<file path="src/t1_rx_cfg_params.svh">
// Purpose: constants for the t1 receive configuration and loopback bank
// Assumes: included by bare name from the testbench and the design file
// Notes: offsets are register indices; the byte address is four times the index
`ifndef T1_RX_CFG_PARAMS_SVH
`define T1_RX_CFG_PARAMS_SVH
// register indices within one channel (channel n adds n * 0x100)
`define IDX_JITTER 8'h27
`define IDX_PATH 8'h28
`define IDX_LEVEL 8'h29
`define IDX_SLICER 8'h2A
`define IDX_LOOP 8'h2B
`define IDX_STATUS 8'h30
// writable bit masks, reserved bits stay zero
`define MASK_JITTER 8'h3F
`define MASK_PATH 8'h11
`define MASK_LEVEL 8'h5F
`define MASK_SLICER 8'h3F
`define MASK_LOOP 8'h77
// reset values
`define RST_JITTER 8'h00
`define RST_PATH 8'h00
`define RST_LEVEL 8'h15
`define RST_SLICER 8'h18
`define RST_LOOP 8'h00
// field positions
`define B_JIT_BW 0
`define B_JIT_DP 1
`define B_JIT_ON 3
`define B_JIT_LIMIT 4
`define B_PATH_CODE 0
`define B_PATH_OFF 4
`define B_LVL_Q 0
`define B_LVL_EQ 6
`define B_SLC_GAIN 0
`define B_SLC_WIN 2
`define B_SLC_SLICE 4
`define B_LP_DIG2 0
`define B_LP_ANALOG 1
`define B_LP_LREM 2
`define B_LP_SREM 4
`define B_LP_SLOC 5
`define B_LP_DIG1 6
// loss of signal: pulse intervals without transitions before declaring
`define LOS_INTERVALS_DEFAULT 175
// lowest threshold code that saturates; codes below it have their own step
`define Q_CODE_MAX 5'h16
`endif

</file>
<file path="src/t1_rx_cfg_pkg.sv">
// Purpose: types shared by the receive configuration bank and its users
// Assumes: nothing beyond standard systemverilog
// Notes: control fields are decoded values, not raw register codes
`default_nettype none
package t1_rx_cfg_pkg;
  // six loopback enables of one channel
  typedef struct packed {
    logic local_digital_loop_one;
    logic system_local_loop;
    logic system_remote_loop;
    logic line_remote_loop;
    logic analog_loop;
    logic local_digital_loop_two;
  } loopback_t;
  // decoded receive controls of one channel
  typedef struct packed {
    logic rx_powered;
    logic jitter_atten_on;
    logic [7:0] atten_depth_bits;
    logic corner_low;
    logic b8zs_decode;
    logic equalizer_on;
    logic [5:0] los_q_db;
    logic [6:0] slicer_pct;
    logic [8:0] peak_window_bits;
    logic [4:0] monitor_gain_db;
    loopback_t loops;
  } ch_ctrl_t;
endpackage
`default_nettype wire

</file>
<file path="src/t1_rx_cfg_loopback_regs.sv">
// Purpose: per-channel receive configuration and loopback register bank
// Assumes: classic wishbone, 32-bit data, byte address = 4 * register index
// Notes: eight channel copies; control outputs lag a register write by one cycle
//
// Contract
// [RULE_01] attenuator bypassed when off, used when on
// [RULE_02] depth code selects 128, 64, 32 bits
// [RULE_03] corner bit selects 5 Hz or 1.26 Hz
// [RULE_04] widen near pointer limits when enabled
// [RULE_05] widened stops attenuating; limit off keeps normal
// [RULE_06] power-off bit powers down receive path
// [RULE_07] line code bit picks b8zs or ami
// [RULE_08] equalizer bit off short haul, on long
// [RULE_09] threshold code: -4 dB, 2 dB steps, -48
// [RULE_10] threshold code ignored in short haul
// [RULE_11] declare loss after n silent low intervals
// [RULE_12] slicer code gives 40 to 70 percent
// [RULE_13] peak window code gives 32 to 256
// [RULE_14] gain 0 or 22 dB, reserved codes unused
// [RULE_15] first local digital loop enable bit
// [RULE_16] system local loop enable bit
// [RULE_17] system remote loop enable bit
// [RULE_18] line remote loop enable bit
// [RULE_19] analog loop enable bit
// [RULE_20] second local digital loop enable bit
// [RULE_21] eight channel copies spaced 0x100 apart
// [RULE_22] reserved bits read zero, ignore writes
`include "t1_rx_cfg_params.svh"
`default_nettype none
module t1_rx_cfg_loopback_regs #(
  parameter int CHANNELS = 8,
  parameter int LOS_INTERVALS = `LOS_INTERVALS_DEFAULT
) (
  input wire logic i_clock,
  input wire logic i_arst_n,
  input wire logic i_wb_cyc,
  input wire logic i_wb_stb,
  input wire logic i_wb_we,
  input wire logic [12:2] i_wb_adr,
  input wire logic [3:0] i_wb_sel,
  input wire logic [31:0] i_wb_dat,
  output logic [31:0] o_wb_dat,
  output logic o_wb_ack,
  input wire logic i_rx_raw_data [CHANNELS],
  input wire logic i_rx_atten_data [CHANNELS],
  input wire logic [7:0] i_fifo_fill [CHANNELS],
  input wire logic i_bit_tick [CHANNELS],
  input wire logic i_rx_level_low [CHANNELS],
  input wire logic i_rx_transition [CHANNELS],
  output t1_rx_cfg_pkg::ch_ctrl_t o_ch_ctrl [CHANNELS],
  output logic o_rx_data [CHANNELS],
  output logic o_widened [CHANNELS],
  output logic o_los [CHANNELS]
);
  import t1_rx_cfg_pkg::*;

  localparam int CW = $clog2(LOS_INTERVALS + 1);

  ////////////////////////////////////////////////////////////////////////////
  // decode helpers

  // elastic buffer depth in bits
  function automatic logic [7:0] depth_of(input logic [1:0] code);
    logic [7:0] d;
    d = 8'h20;
    if (code == 2'h0) begin
      d = 8'h80; // [RULE_02]
    end else if (code == 2'h1) begin
      d = 8'h40;
    end
    return d;
  endfunction

  // near-limit window width, wider for deeper buffers
  function automatic logic [7:0] margin_of(input logic [1:0] code);
    logic [7:0] m;
    m = 8'h02;
    if (code == 2'h0) begin
      m = 8'h04; // [RULE_04]
    end else if (code == 2'h1) begin
      m = 8'h03;
    end
    return m;
  endfunction

  // loss threshold magnitude in dB below nominal
  function automatic logic [5:0] q_db_of(input logic [4:0] code);
    logic [5:0] q;
    q = 6'h30; // [RULE_09]
    if (code < `Q_CODE_MAX) begin
      q = 6'h04 + {code, 1'b0};
    end
    return q;
  endfunction

  // slicer threshold in percent of peak
  function automatic logic [6:0] slice_of(input logic [1:0] code);
    logic [6:0] p;
    case (code) // [RULE_12]
      2'h0: p = 7'h28;
      2'h1: p = 7'h32;
      2'h2: p = 7'h3C;
      default: p = 7'h46;
    endcase
    return p;
  endfunction

  ////////////////////////////////////////////////////////////////////////////
  // register storage

  logic [7:0] jit_reg [CHANNELS]; // jitter attenuator setup
  logic [7:0] path_reg [CHANNELS]; // power and line code
  logic [7:0] level_reg [CHANNELS]; // equalizer and loss threshold
  logic [7:0] slicer_reg [CHANNELS]; // slicer, peak window, gain
  logic [7:0] loop_reg [CHANNELS]; // loopback enables
  logic los_reg [CHANNELS]; // loss of signal state
  logic widened_reg [CHANNELS]; // attenuator in widened mode

  ////////////////////////////////////////////////////////////////////////////
  // wishbone slave

  logic ack_reg; // answer strobe
  logic [7:0] rd_reg; // latched read byte
  logic [7:0] rd_next; // read byte for the current address
  logic [2:0] chan; // channel from the index
  logic [7:0] offs; // register index within a channel
  logic chan_ok; // channel exists
  logic wr_fire; // write takes effect on this edge

  // the channel is the top three bits of the eleven-bit register index
  assign chan = i_wb_adr[12:10]; // [RULE_21]
  assign offs = i_wb_adr[9:2] == 8'h00 ? 8'h00 : i_wb_adr[9:2];
  assign chan_ok = (32'(chan) < CHANNELS);
  assign wr_fire = i_wb_cyc && i_wb_stb && i_wb_we && ack_reg && i_wb_sel[0] && chan_ok;
  assign o_wb_ack = ack_reg;
  assign o_wb_dat = {24'h000000, rd_reg}; // [RULE_22]

  // read decode; unmapped addresses read zero
  always_comb begin
    rd_next = 8'h00;
    if (!chan_ok) begin
      rd_next = 8'h00;
    end else if (offs == `IDX_JITTER) begin
      rd_next = jit_reg[chan];
    end else if (offs == `IDX_PATH) begin
      rd_next = path_reg[chan];
    end else if (offs == `IDX_LEVEL) begin
      rd_next = level_reg[chan];
    end else if (offs == `IDX_SLICER) begin
      rd_next = slicer_reg[chan];
    end else if (offs == `IDX_LOOP) begin
      rd_next = loop_reg[chan];
    end else if (offs == `IDX_STATUS) begin
      rd_next = {6'h00, widened_reg[chan], los_reg[chan]};
    end
  end

  // ack one cycle after the request, dropped the cycle after
  always_ff @(posedge i_clock or negedge i_arst_n) begin
    if (!i_arst_n) begin
      ack_reg <= 1'b0;
      rd_reg <= 8'h00;
    end else begin
      ack_reg <= i_wb_cyc && i_wb_stb && !ack_reg;
      if (i_wb_cyc && i_wb_stb && !ack_reg) begin
        rd_reg <= i_wb_we ? 8'h00 : rd_next;
      end
    end
  end

  // register writes land on the edge where the master samples ack, one cycle after the edge that raises it
  always_ff @(posedge i_clock or negedge i_arst_n) begin
    if (!i_arst_n) begin
      for (int c = 0; c < CHANNELS; c++) begin
        jit_reg[c] <= `RST_JITTER;
        path_reg[c] <= `RST_PATH;
        level_reg[c] <= `RST_LEVEL;
        slicer_reg[c] <= `RST_SLICER;
        loop_reg[c] <= `RST_LOOP;
      end
    end else if (wr_fire) begin
      if (offs == `IDX_JITTER) begin
        jit_reg[chan] <= i_wb_dat[7:0] & `MASK_JITTER; // [RULE_22]
      end else if (offs == `IDX_PATH) begin
        path_reg[chan] <= i_wb_dat[7:0] & `MASK_PATH;
      end else if (offs == `IDX_LEVEL) begin
        level_reg[chan] <= i_wb_dat[7:0] & `MASK_LEVEL;
      end else if (offs == `IDX_SLICER) begin
        slicer_reg[chan] <= i_wb_dat[7:0] & `MASK_SLICER;
      end else if (offs == `IDX_LOOP) begin
        loop_reg[chan] <= i_wb_dat[7:0] & `MASK_LOOP;
      end
    end
  end

  ////////////////////////////////////////////////////////////////////////////
  // per-channel datapath controls

  for (genvar g = 0; g < CHANNELS; g++) begin : g_ch
    logic lvl_meta, lvl_sync; // level comparator synchroniser
    logic trn_meta, trn_sync; // transition detector synchroniser
    logic [CW-1:0] cnt_reg; // silent intervals counted
    logic [7:0] depth; // buffer depth in bits
    logic [7:0] margin; // near-limit window
    logic near; // pointers inside the window
    logic powered; // receive path on
    logic long_haul; // equalizer enabled
    ch_ctrl_t ctrl_next; // decoded controls

    assign powered = !path_reg[g][`B_PATH_OFF]; // [RULE_06]
    assign long_haul = level_reg[g][`B_LVL_EQ]; // [RULE_08]
    assign depth = depth_of(jit_reg[g][`B_JIT_DP +: 2]);
    assign margin = margin_of(jit_reg[g][`B_JIT_DP +: 2]);
    assign near = (i_fifo_fill[g] <= margin) || (i_fifo_fill[g] >= depth - margin); // [RULE_04]

    // two-stage synchronisers for the analog level and transition pins
    always_ff @(posedge i_clock or negedge i_arst_n) begin
      if (!i_arst_n) begin
        lvl_meta <= 1'b0;
        lvl_sync <= 1'b0;
        trn_meta <= 1'b0;
        trn_sync <= 1'b0;
      end else begin
        lvl_meta <= i_rx_level_low[g];
        lvl_sync <= lvl_meta;
        trn_meta <= i_rx_transition[g];
        trn_sync <= trn_meta;
      end
    end

    // decode the register codes into usable controls
    always_comb begin
      ctrl_next.rx_powered = powered;
      ctrl_next.jitter_atten_on = jit_reg[g][`B_JIT_ON];
      ctrl_next.atten_depth_bits = depth; // [RULE_02]
      ctrl_next.corner_low = jit_reg[g][`B_JIT_BW]; // [RULE_03]
      ctrl_next.b8zs_decode = !path_reg[g][`B_PATH_CODE]; // [RULE_07]
      ctrl_next.equalizer_on = long_haul;
      // short haul has no programmable threshold [RULE_10]
      ctrl_next.los_q_db = long_haul ? q_db_of(level_reg[g][`B_LVL_Q +: 5]) : 6'h00;
      ctrl_next.slicer_pct = slice_of(slicer_reg[g][`B_SLC_SLICE +: 2]);
      ctrl_next.peak_window_bits = 9'h020 << slicer_reg[g][`B_SLC_WIN +: 2]; // [RULE_13]
      // reserved gain codes give no gain [RULE_14]
      ctrl_next.monitor_gain_db = slicer_reg[g][`B_SLC_GAIN +: 2] == 2'h1 ? 5'h16 : 5'h00;
      ctrl_next.loops.local_digital_loop_one = loop_reg[g][`B_LP_DIG1]; // [RULE_15]
      ctrl_next.loops.system_local_loop = loop_reg[g][`B_LP_SLOC]; // [RULE_16]
      ctrl_next.loops.system_remote_loop = loop_reg[g][`B_LP_SREM]; // [RULE_17]
      ctrl_next.loops.line_remote_loop = loop_reg[g][`B_LP_LREM]; // [RULE_18]
      ctrl_next.loops.analog_loop = loop_reg[g][`B_LP_ANALOG]; // [RULE_19]
      ctrl_next.loops.local_digital_loop_two = loop_reg[g][`B_LP_DIG2]; // [RULE_20]
    end

    // registered control outputs
    always_ff @(posedge i_clock or negedge i_arst_n) begin
      if (!i_arst_n) begin
        o_ch_ctrl[g] <= '0;
      end else begin
        o_ch_ctrl[g] <= ctrl_next;
      end
    end

    // data route: through the attenuator or around it, quiet when powered off
    always_ff @(posedge i_clock or negedge i_arst_n) begin
      if (!i_arst_n) begin
        o_rx_data[g] <= 1'b0;
      end else if (!powered) begin
        o_rx_data[g] <= 1'b0; // [RULE_06]
      end else if (jit_reg[g][`B_JIT_ON]) begin
        o_rx_data[g] <= i_rx_atten_data[g]; // [RULE_01]
      end else begin
        o_rx_data[g] <= i_rx_raw_data[g]; // [RULE_01]
      end
    end

    // widened mode only while enabled and pointers near a limit
    always_ff @(posedge i_clock or negedge i_arst_n) begin
      if (!i_arst_n) begin
        widened_reg[g] <= 1'b0;
      end else begin
        widened_reg[g] <= jit_reg[g][`B_JIT_LIMIT] && jit_reg[g][`B_JIT_ON]
          && powered && near; // [RULE_05]
      end
    end
    assign o_widened[g] = widened_reg[g];

    // count silent low-level intervals; declare after the set number
    always_ff @(posedge i_clock or negedge i_arst_n) begin
      if (!i_arst_n) begin
        cnt_reg <= '0;
        los_reg[g] <= 1'b0;
      end else if (!powered) begin
        cnt_reg <= '0;
        los_reg[g] <= 1'b0;
      end else if (i_bit_tick[g]) begin
        if (lvl_sync && !trn_sync) begin
          if (32'(cnt_reg) < LOS_INTERVALS) begin
            cnt_reg <= cnt_reg + 1'b1;
          end
          los_reg[g] <= (32'(cnt_reg) >= LOS_INTERVALS - 1); // [RULE_11]
        end else begin
          cnt_reg <= '0;
          los_reg[g] <= 1'b0;
        end
      end
    end
    assign o_los[g] = los_reg[g];

  end
endmodule
`default_nettype wire

</file>
<file path="config.mk">
export PLATFORM = sky130hd
export DESIGN_NAME = t1_rx_cfg_loopback_regs
export DESIGN_NICKNAME = d
export VERILOG_FILES = /design/src/t1_rx_cfg_pkg.sv /design/src/t1_rx_cfg_loopback_regs.sv
export VERILOG_INCLUDE_DIRS = /design/src /design/src/src
export SDC_FILE = /design/constraint.sdc
export NUM_CORES = 1
export LEC_CHECK = 0
export ABC_CLOCK_PERIOD_IN_PS = 3300
export BUFFER_PORTS_ARGS = -buffer_cell sky130_fd_sc_hd__clkbuf_2
export CAP_MARGIN = 20
export CORE_ASPECT_RATIO = 1.2
export CORE_UTILIZATION = 35
export CTS_CLUSTER_DIAMETER = 200
export DETAILED_ROUTE_END_ITERATION = 16
export PLACE_DENSITY = 0.57
export SETUP_SLACK_MARGIN = 0.3
export SKIP_LAST_GASP = 1
export SLEW_MARGIN = 20
export SYNTH_ARGS = -nofsm -noshare
export SYNTH_HDL_FRONTEND = slang
export SYNTH_SLANG_ARGS = --single-unit
</file>
<file path="constraint.sdc">
create_clock -name i_clock -period 3.3 [get_ports i_clock]
set_input_delay 0.495 -clock i_clock [delete_from_list [all_inputs] [get_ports i_clock]]
set_output_delay 0.495 -clock i_clock [all_outputs]
set_load 0.01 [all_outputs]
</file>
After elaboration in Yosys (flattened, before gate mapping)
Cells that the tools add are included.
{"block": "classes", "mux": 172, "n_eq_ne": 46, "reduce_logical": 109, "add_sub_neg": 24, "shifts": 8, "n_lt_le_gt_ge": 42, "bitwise_logic": 5}
{"operator": "8-bit 2-to-1 mux", "n": 58}
{"operator": "64-bit bitwise mux", "n": 5}
{"operator": "7-bit case mux with 3 select lines", "n": 8}
{"operator": "8-bit binary-select mux with 3-bit select", "n": 5}
{"operator": "6-bit 2-to-1 mux", "n": 16}
{"operator": "6-bit by 2-bit left shift with 9-bit output, first input constant", "n": 8}
{"operator": "8-bit by 1-bit adder with 8-bit output, second input constant", "n": 8}
{"operator": "8-bit greater-or-equal comparator", "n": 8}
{"operator": "8-bit greater-or-equal comparator, second input constant", "n": 8}
{"operator": "8-bit less-or-equal comparator", "n": 8}
{"operator": "8-bit < comparator, second input constant", "n": 8}
{"operator": "8-bit subtractor", "n": 8}
{"operator": "7-bit 2-to-1 mux", "n": 8}
{"operator": "1-bit 2-to-1 mux", "n": 52}
{"operator": "3-bit by 6-bit adder with 6-bit output, first input constant", "n": 8}
{"operator": "2-bit by 1-bit == test with 1-bit output, second input constant", "n": 24}
{"operator": "8-bit by 6-bit == test with 1-bit output, second input constant", "n": 6}
{"operator": "5-bit < comparator, second input constant", "n": 8}
{"operator": "5-bit 2-to-1 mux", "n": 8}
{"operator": "1-bit logical AND", "n": 38}
{"operator": "2-bit zero test", "n": 16}
{"operator": "1-bit zero test", "n": 25}
{"operator": "8-bit demux with 3-bit select", "n": 1}
{"operator": "3-bit 2-to-1 mux", "n": 8}
{"operator": "16 further kinds", "n": 56}
{"block": "totals", "regBits": 817, "out_inout_bits": 425, "in_bits": 156, "elab_cells": 640}

Logic depth before layout (Yosys ltp)
Gate-level depths: netlist of the first run.
{"block": "depth", "ltp_word": 11, "depth_mapped": 9, "ltp_nobuf": 9}

Worst setup path before layout of the first run
Ideal clock, no wire load.
{"block": "synth_timing", "kind": "input to register", "from": "input i_wb_adr[11] (netlist name)", "to": "register rd_reg[0]", "arrival_ns": 1.926, "path_buffers": 2, "setup_ns": 0.123, "stages": 8, "setup_slack_ns": 1.251, "required_ns": 3.177, "cell_sequence": "buf_2 > buf_4 > mux4_2 > mux2_2 > nand2_1 > o31ai_1 > a31oi_1 > a21oi_1"}
{"block": "synth_between", "elab_chain_len": 11, "elab_cells_between_ends": 26, "cone_classes": "mux: 25; bitwise: 1"}
{"element": "start, declared", "line": "t1_rx_cfg_loopback_regs.sv:39", "source": "input wire logic [12:2] i_wb_adr,"}
{"element": "3-bit NOT with 4-bit output *"}
{"element": "1-bit binary-select mux with 3-bit select", "line": "t1_rx_cfg_loopback_regs.sv:154", "source": "rd_next = {6'h00, widened_reg[chan], los_reg[chan]};"}
{"element": "1-bit 2-to-1 mux (implied by the code) (2 in series)", "line": "t1_rx_cfg_loopback_regs.sv:154"}
{"element": "2-bit 2-to-1 mux", "line": "t1_rx_cfg_loopback_regs.sv:153", "source": "end else if (offs == `IDX_STATUS) begin"}
{"element": "8-bit 2-to-1 mux", "line": "t1_rx_cfg_loopback_regs.sv:151", "source": "end else if (offs == `IDX_LOOP) begin"}
{"element": "8-bit 2-to-1 mux", "line": "t1_rx_cfg_loopback_regs.sv:149", "source": "end else if (offs == `IDX_SLICER) begin"}
{"element": "8-bit 2-to-1 mux", "line": "t1_rx_cfg_loopback_regs.sv:147", "source": "end else if (offs == `IDX_LEVEL) begin"}
{"element": "8-bit 2-to-1 mux", "line": "t1_rx_cfg_loopback_regs.sv:145", "source": "end else if (offs == `IDX_PATH) begin"}
{"element": "8-bit 2-to-1 mux *", "line": "t1_rx_cfg_loopback_regs.sv:143", "source": "end else if (offs == `IDX_JITTER) begin"}
{"element": "8-bit 2-to-1 mux *", "line": "t1_rx_cfg_loopback_regs.sv:166", "source": "rd_reg <= i_wb_we ? 8'h00 : rd_next;"}
{"element": "end signal, assigned", "line": "t1_rx_cfg_loopback_regs.sv:166"}
{"element": "end, declared", "line": "t1_rx_cfg_loopback_regs.sv:123", "source": "logic [7:0] rd_reg;"}
Every way passes the cells marked *; elsewhere a longest branch is shown, timed or not. The select of a mux whose other input is x is not followed.
A chain may end at the register's enable or synchronous reset.

Worst setup path in the final report of the first run
{"block": "layout_timing", "from": "register ack_reg, in the netlist o_wb_ack", "to": "register level_reg[35] (netlist name)"}
{"block": "layout_between", "elab_chain_len": 3}
{"element": "start, declared", "line": "t1_rx_cfg_loopback_regs.sv:122", "source": "logic ack_reg;"}
{"element": "start signal, assigned", "line": "t1_rx_cfg_loopback_regs.sv:164", "source": "ack_reg <= i_wb_cyc && i_wb_stb && !ack_reg;"}
{"element": "1-bit logical AND (2 in series)", "line": "t1_rx_cfg_loopback_regs.sv:134", "source": "assign wr_fire = i_wb_cyc && i_wb_stb && i_wb_we && ack_reg && i_wb_sel[0] && chan_ok;"}
{"element": "4-bit AND reduction (no source line)"}
{"element": "end signal, assigned by index", "line": "t1_rx_cfg_loopback_regs.sv:177", "source": "level_reg[c] <= `RST_LEVEL;"}
{"element": "end signal, assigned by index", "line": "t1_rx_cfg_loopback_regs.sv:187", "source": "level_reg[chan] <= i_wb_dat[7:0] & `MASK_LEVEL;"}
{"element": "end, declared", "line": "t1_rx_cfg_loopback_regs.sv:113", "source": "logic [7:0] level_reg [CHANNELS];"}
Every way passes these cells.

==> results of run 1 <==
what timing repair did:
action / 4_1_cts / 5_1_grt
setup buffers: 0 / 0
hold buffers: 17 / 0
endpoints found under the hold margin: 62 / 0
layer usage:
layer,up-vias,track usage
li1,8032,-
met1,9001,0.233
met2,583,0.364
met3,114,0.0341
met4,2,0.0608
met5,-,0
layout make-up:
class / instances / area share
inverters: 92 / 0.0112
flip-flops and latches: 576 / 0.469
clock buffers: 90 / 0.0575
well taps: 935 / 0.0379
multi-input cells: 1385 / 0.330
clock inverters: 23 / 0.0109
repair buffers: 462 / 0.0839
path summary, 6_finish.rpt:
| check | startpoint | end | slack, ns | cells after the start |
|---|---|---|---|---|
| max | o_wb_ack | level_reg[35] | 0.92 | 6 |
| min | i_bit_tick[0] | o_los[0] | 0.11 | 2 |
| max reg2reg | o_wb_ack | level_reg[35] | 0.92 | 6 |
| min reg2reg | g_ch[6].lvl_meta | g_ch[6].lvl_sync | 0.34 | 0 |
| max in group asynchronous | i_arst_n | g_ch[4].ctrl_next[0] | 1.89 | 3 |
| min in group asynchronous | i_arst_n | o_ch_ctrl[163] | 0.41 | 2 |
cells by family (layout without fill, tap and decap cells):
logic type	Yosys count	in the layout	synth area share
AO/OA/AOI/OAI	295	295	0.0754
XOR/XNOR	25	25	0.00846
adder cells (fa/ha/maj)	110	110	0.0526
buffers and inverters	304	667	0.0685
flip-flops	576	576	0.559
multiplexers	275	275	0.131
other	1	144	0.000145
AND/OR/NAND/NOR	536	536	0.105
power breakdown:
part | switching [uW] | internal, uW | leakage [uW] | total, uW
registers | 31.4 | 7110 | 0.00753 | 7140
logic | 547 | 230 | 0.00678 | 777
clock network | 2890 | 4280 | 0.00104 | 7170
cells in the mapped netlist (10+ instances only):
library cell  number  area [um^2]
and3_1            29          181
inv_1             91          342
xor2_1            16          140
o22ai_1           23          144
o21a_1            15          113
dfrtp_1          536        13400
mux2_1            12          135
nor2_1           156          586
or2_2             25          156
dfstp_2           40         1050
a211oi_1          11         82.6
nor2_2            22          138
nor2b_1           37          231
a21oi_1           44          220
buf_4            160         1200
nand4_1           11         68.8
buf_2             13         65.1
nand2_1          110          413
nand3_1           43          215
mux2_2           205         2310
a21boi_0          10         75.1
and2_1            13         81.3
mux4_2            30          676
nand2b_1          22          138
mux2i_1           28          280
nor3_1            26          130
ha_1             104         1300
o21ai_0           83          415
clkbuf_1          37          139
a31oi_1           18          113
stage by stage:
| stage | cell area [um^2] | std cells | util | power, uW |
|---|---|---|---|---|
| finish | 30900 | 3563 | 0.424 | 15100 |
| global route | 30900 | 3563 | 0.424 | 15700 |
| CTS | 30900 | 3563 | 0.424 | 15300 |
| detailed placement | 28600 | 3433 | 0.393 | 8030 |
| global placement | 28600 | 3433 | 0.393 | 8010 |
| floorplan | 26400 | 2265 | - | 7740 |
==> metrics.csv, run 1 <==
metric;value;unit
status;complete, no violations;
met1Wirelength;29.5;mm
finalClockSkew;0.0135;ns
die_x;250;um
fillCellCount;6821;
grt_first_pass_wirelength;113;mm
die_area;0.0750;mm^2
top_layer;met5;
core_area;0.0727;mm^2
boundaryPins;581;
grt-ovfl-total;0;
die_h;300;um
drcViolationCount;0;
cp-start-kind;flip-flop;
post-route-period-util;0.722;
rsz0062_at_grt;false;
ant_nets;0;
ys_warn_count;0;
initial_core_util;0.356;
finalWirelength;75.0;mm
pre_cts_ws;0.492;ns
via_per_inst;4.98;
hold_ws;0.106;ns
ys_ff_latch;576;
io_buffers;415;
grt_max_degree;95;
wl_per_cell;21.1;um
cap_violations;0;
syn_area;0.0259;mm^2
cts_sinks;576;
antenna_found_initial;1;
cp_slowest_cell;nor2_2;
nets;2837;
finalCriticalPeriod;2.38;ns
synth_ff_type;dfrtp_1;
htree_levels;2;
endpoint_kind;flip-flop;
wl_met3;3.73;mm
setup_tns;0;ns
setup_ws;0.917;ns
clkLatencyLatePin;0.64;ns
setup_viol;0;
firstDrtPassIters;5;
grt_usage;0.198;
crit_path_max_incr_delay;0.44;ns
root_buffer;clkbuf_16;
multi_input_area;0.0102;mm^2
largest_reg_flops;240;
crit_buf_inv;0;
maxSlewHeadroom;0.290;
hpwl;56.5;mm
ir_drop;406;uV
drive_gt1_frac;0.339;
synth_area_per_cell;12.2;um^2
layout_common_cells;dfrtp_1, clkbuf_2, mux2_2;
min_path_type;input pin to flip-flop;
cp_common_cell;nor2_2;
drv_slew;0;
ctsResizeCount;0;
arrival;2.90;ns
p_leak;0.0154;uW
first_iter_violations;1015;
hold_viol;0;
antennaDiodeCount;0;
synth_cell_types;85;
gp_congestion;0.906;
regArea;0.0145;mm^2
worst_slew_pin_slew;1.07;ns
wl_met2;39.5;mm
ys_seq_area_frac;0.559;
crit_chain;nand3_1, or2_1, nor2_2, nand2_2, nor2_2, mux2_2;
grt_pass1_vias;18074;
syn_to_final_growth;19.2;%
crit_type;flip-flop to flip-flop;
via_count;17732;
path_max_fanout;8;
powerDensity;489;mW/mm^2
fmax;420;MHz
crit_family;simple AND/OR/NAND/NOR gates;
synth_edf_count;0;
cts_made_buffers;60;
clock_path_buffers;3;
cts_tree;yes;
synthesis.instances;2122;
async_flop_share;1.00;
cts.clk_slew.worst_paths;0.06;ns
placement_rows;108;
final_common_cell;dfrtp_1;
required;3.81;ns
Power figures use the tool's default switching activity.
==> run 2: changes to the inputs <==
--- a/config.mk
+++ b/config.mk
@@ -6,14 +6,15 @@
 export SDC_FILE = /design/constraint.sdc
 export NUM_CORES = 1
 export LEC_CHECK = 0
-export ABC_CLOCK_PERIOD_IN_PS = 3300
+export ABC_AREA = 1
+export ABC_CLOCK_PERIOD_IN_PS = 2000
 export BUFFER_PORTS_ARGS = -buffer_cell sky130_fd_sc_hd__clkbuf_2
 export CAP_MARGIN = 20
 export CORE_ASPECT_RATIO = 1.2
 export CORE_UTILIZATION = 35
 export CTS_CLUSTER_DIAMETER = 200
 export DETAILED_ROUTE_END_ITERATION = 16
-export PLACE_DENSITY = 0.57
+export PLACE_DENSITY = 0.59
 export SETUP_SLACK_MARGIN = 0.3
 export SKIP_LAST_GASP = 1
 export SLEW_MARGIN = 20
==> constraint.sdc (replaced) <==
create_clock -name i_clock -period 2 [get_ports i_clock]
set_input_delay 0.3 -clock i_clock [delete_from_list [all_inputs] [get_ports i_clock]]
set_output_delay 0.3 -clock i_clock [all_outputs]
set_load 0.01 [all_outputs]
==> metrics.csv, run 2 <==
metric;value;unit;change
synthesis.instances;2862;;+35%
endpoint_kind;flip-flop;;
ys_ff_latch;576;;unchanged
hold_viol;0;;unchanged
drcViolationCount;0;;unchanged
rrSetupSlack;0.21;ns;-0.71 ns
die_area;0.0757;mm^2;+0.84%
die_h;301;um;+0.42%
path_max_fanout;8;;unchanged
dpl_cell_area;0.0296;mm^2;+3.7%
firstDrtPassIters;5;;unchanged
cp-start-kind;flip-flop;;
min_path_type;input pin to flip-flop;;
layout_common_cells;nand2_1, dfrtp_1, clkbuf_2;;
setup_tns;0;ns;unchanged
grt-ovfl-total;0;;unchanged
final_core_util;0.464;;+0.0393
syn_to_final_growth;31.1;%;
wl_per_cell;18.6;um;-12%
finalClockSkew;0.0124;ns;-0.00112 ns
gp_congestion;0.901;;-0.63%
synth_area_per_cell;9.12;um^2;-25%
regToRegStartpoint;o_wb_ack;;
ys_warn_count;0;;unchanged
nets;3753;;+32%
synth.most_common_cell;nand2_1;;
drive_gt1_frac;0.304;;-0.0347
yosysTopAreaCellShare;0.514;;-0.00435
io_buffers;415;;unchanged
hold_path_startpoint;i_fifo_fill[15];;
first_iter_violations;1364;;+34%
cts_made_buffers;61;;+1.7%
ant_nets;0;;unchanged
drv_slew;0;;unchanged
clkLatencyLatePin;0.64;ns;about the same
ir_drop;535;uV;+32%
async_flop_share;1.00;;unchanged
crit_end;level_reg[12];;
yosysTopAreaCell;dfrtp_1;;
htree_levels;2;;unchanged
crit_type;flip-flop to flip-flop;;
cts.clk_slew.worst_paths;0.06;ns;about the same
required;2.55;ns;-1.26 ns
grt_pass1_vias;20167;;+12%
status;complete, no violations;;
die_x;251;um;+0.42%
setup_viol;0;;unchanged
fmax;557;MHz;+33%
crit_start;o_wb_ack;;
synth_commonest_cells;nand2_1, dfrtp_1, inv_1;;
cts_tree;yes;;
largest_reg_flops;240;;unchanged
arrival;2.35;ns;-0.55 ns
clock_path_buffers;3;;unchanged
powerDensity;733;mW/mm^2;+50%
final_area;0.0342;mm^2;+11%
antenna_found_initial;3;;+2
cap_violations;0;;unchanged
reg2reg_to;level_reg[12];;
synth_cell_types;52;;-39%
ys_seq_area_frac;0.554;;-0.00469
finalCriticalPeriod;1.79;ns;-0.590 ns
final_common_cell;nand2_1;;
via_per_inst;4.70;;-5.5%
hold_ws;0.0417;ns;-0.0639 ns
post-route-period-util;0.897;;+0.175
core_area;0.0738;mm^2;+1.5%
grt_usage;0.214;;+0.0161
synth_area_leaders;dfrtp_1, nand2_1, ha_1, buf_4, inv_1;;
cts_sinks;576;;unchanged
boundaryPins;581;;unchanged
hpwl;61.1;mm;+8.1%
via_count;21379;;+21%
initial_core_util;0.354;;-0.00225
synth_edf_count;0;;unchanged
total_power;25100;uW;+66%
rsz0062_at_grt;true;;
finalWirelength;84.4;mm;+13%
synth_ff_type;dfrtp_1;;
p_leak;0.0172;uW;+12%
root_buffer;clkbuf_16;;
holdPathStages;5;;+3
grt_first_pass_wirelength;122;mm;+8.2%
r2r.worst_path.cells;11;;+5
grt_max_degree;81;;-15%
placement_rows;109;;+0.93%
syn_area;0.0261;mm^2;+0.85%
-- run 2: worst min path at each step --
stage          slack [ns]                 end
4_1_cts             0.006        o_widened[1]
2_1_floorplan       0.004  g_ch[0].cnt_reg[0]
3_3_place_gp         0.20       o_ch_ctrl[43]
5_1_grt              0.04        o_widened[4]
3_5_place_dp         0.21       o_ch_ctrl[43]
6_report             0.04        o_widened[1]
-- run 2: critical path, stage by stage (launching register included) --
cell,delay [ns]
dfrtp_1,0.35
inv_1,0.04
nor2_1,0.08
and3_4,0.23
clkinvlp_4,0.14
buf_12,0.16
nor2_8,0.15
buf_12,0.23
buf_12,0.14
nand2_8,0.07
nand2_4,0.06
o21ai_2,0.04
-- run 2: area by class of cell --
cell class	count	area, um^2
fillers	7007	39600
flip-flops and latches	576	14500
multi-input cells	1879	10700
repair buffers	656	4550
clock buffers	84	1760
well taps	999	1250
inverters	319	1200
clock inverters	29	292
diodes	2	5.00
-- run 2: timing repair --
item                                    4_1_cts  5_1_grt
buffers inserted                              9       32
endpoints found under the setup margin      163      261
endpoints found under the hold margin       310        0
gates cloned                                  2       26
pin swaps                                    10       56
resized for setup                            61      411
hold buffers                                 45        0
-- run 2: where the power goes --
part           leakage [uW]  internal (uW)  switching [uW]  total (uW)
Sequential          0.00753          11700            47.5       11800
Clock               0.00101           6700            4890       11600
Combinational       0.00860            561            1150        1710
-- run 2: stage by stage --
stage               worst slack, ns  cells
finish                        0.206   4544
global route                  0.121   4544
CTS                           0.231   4484
detailed placement          -0.0309   4315
global placement            -0.0220   4315
floorplan                     0.328   3005
-- run 2: metal layers --
metal / global-route usage / wire (um)
met3: 0.0384 / 4660
met4: 0.0662 / 2460
met1: 0.264 / 34800
met5: 0 / 14
met2: 0.379 / 42500
-- run 2: cells by family (layout without fill, tap and decap cells) --
family,after synthesis,in the layout,share of synthesized area
xor+xnor,12,12,0.00403
simple gates,1125,1135,0.181
other cells,1,146,0.000144
flops,576,576,0.554
fa+ha+maj,104,104,0.0499
compound gates,484,484,0.103
buf+inv,560,1088,0.108
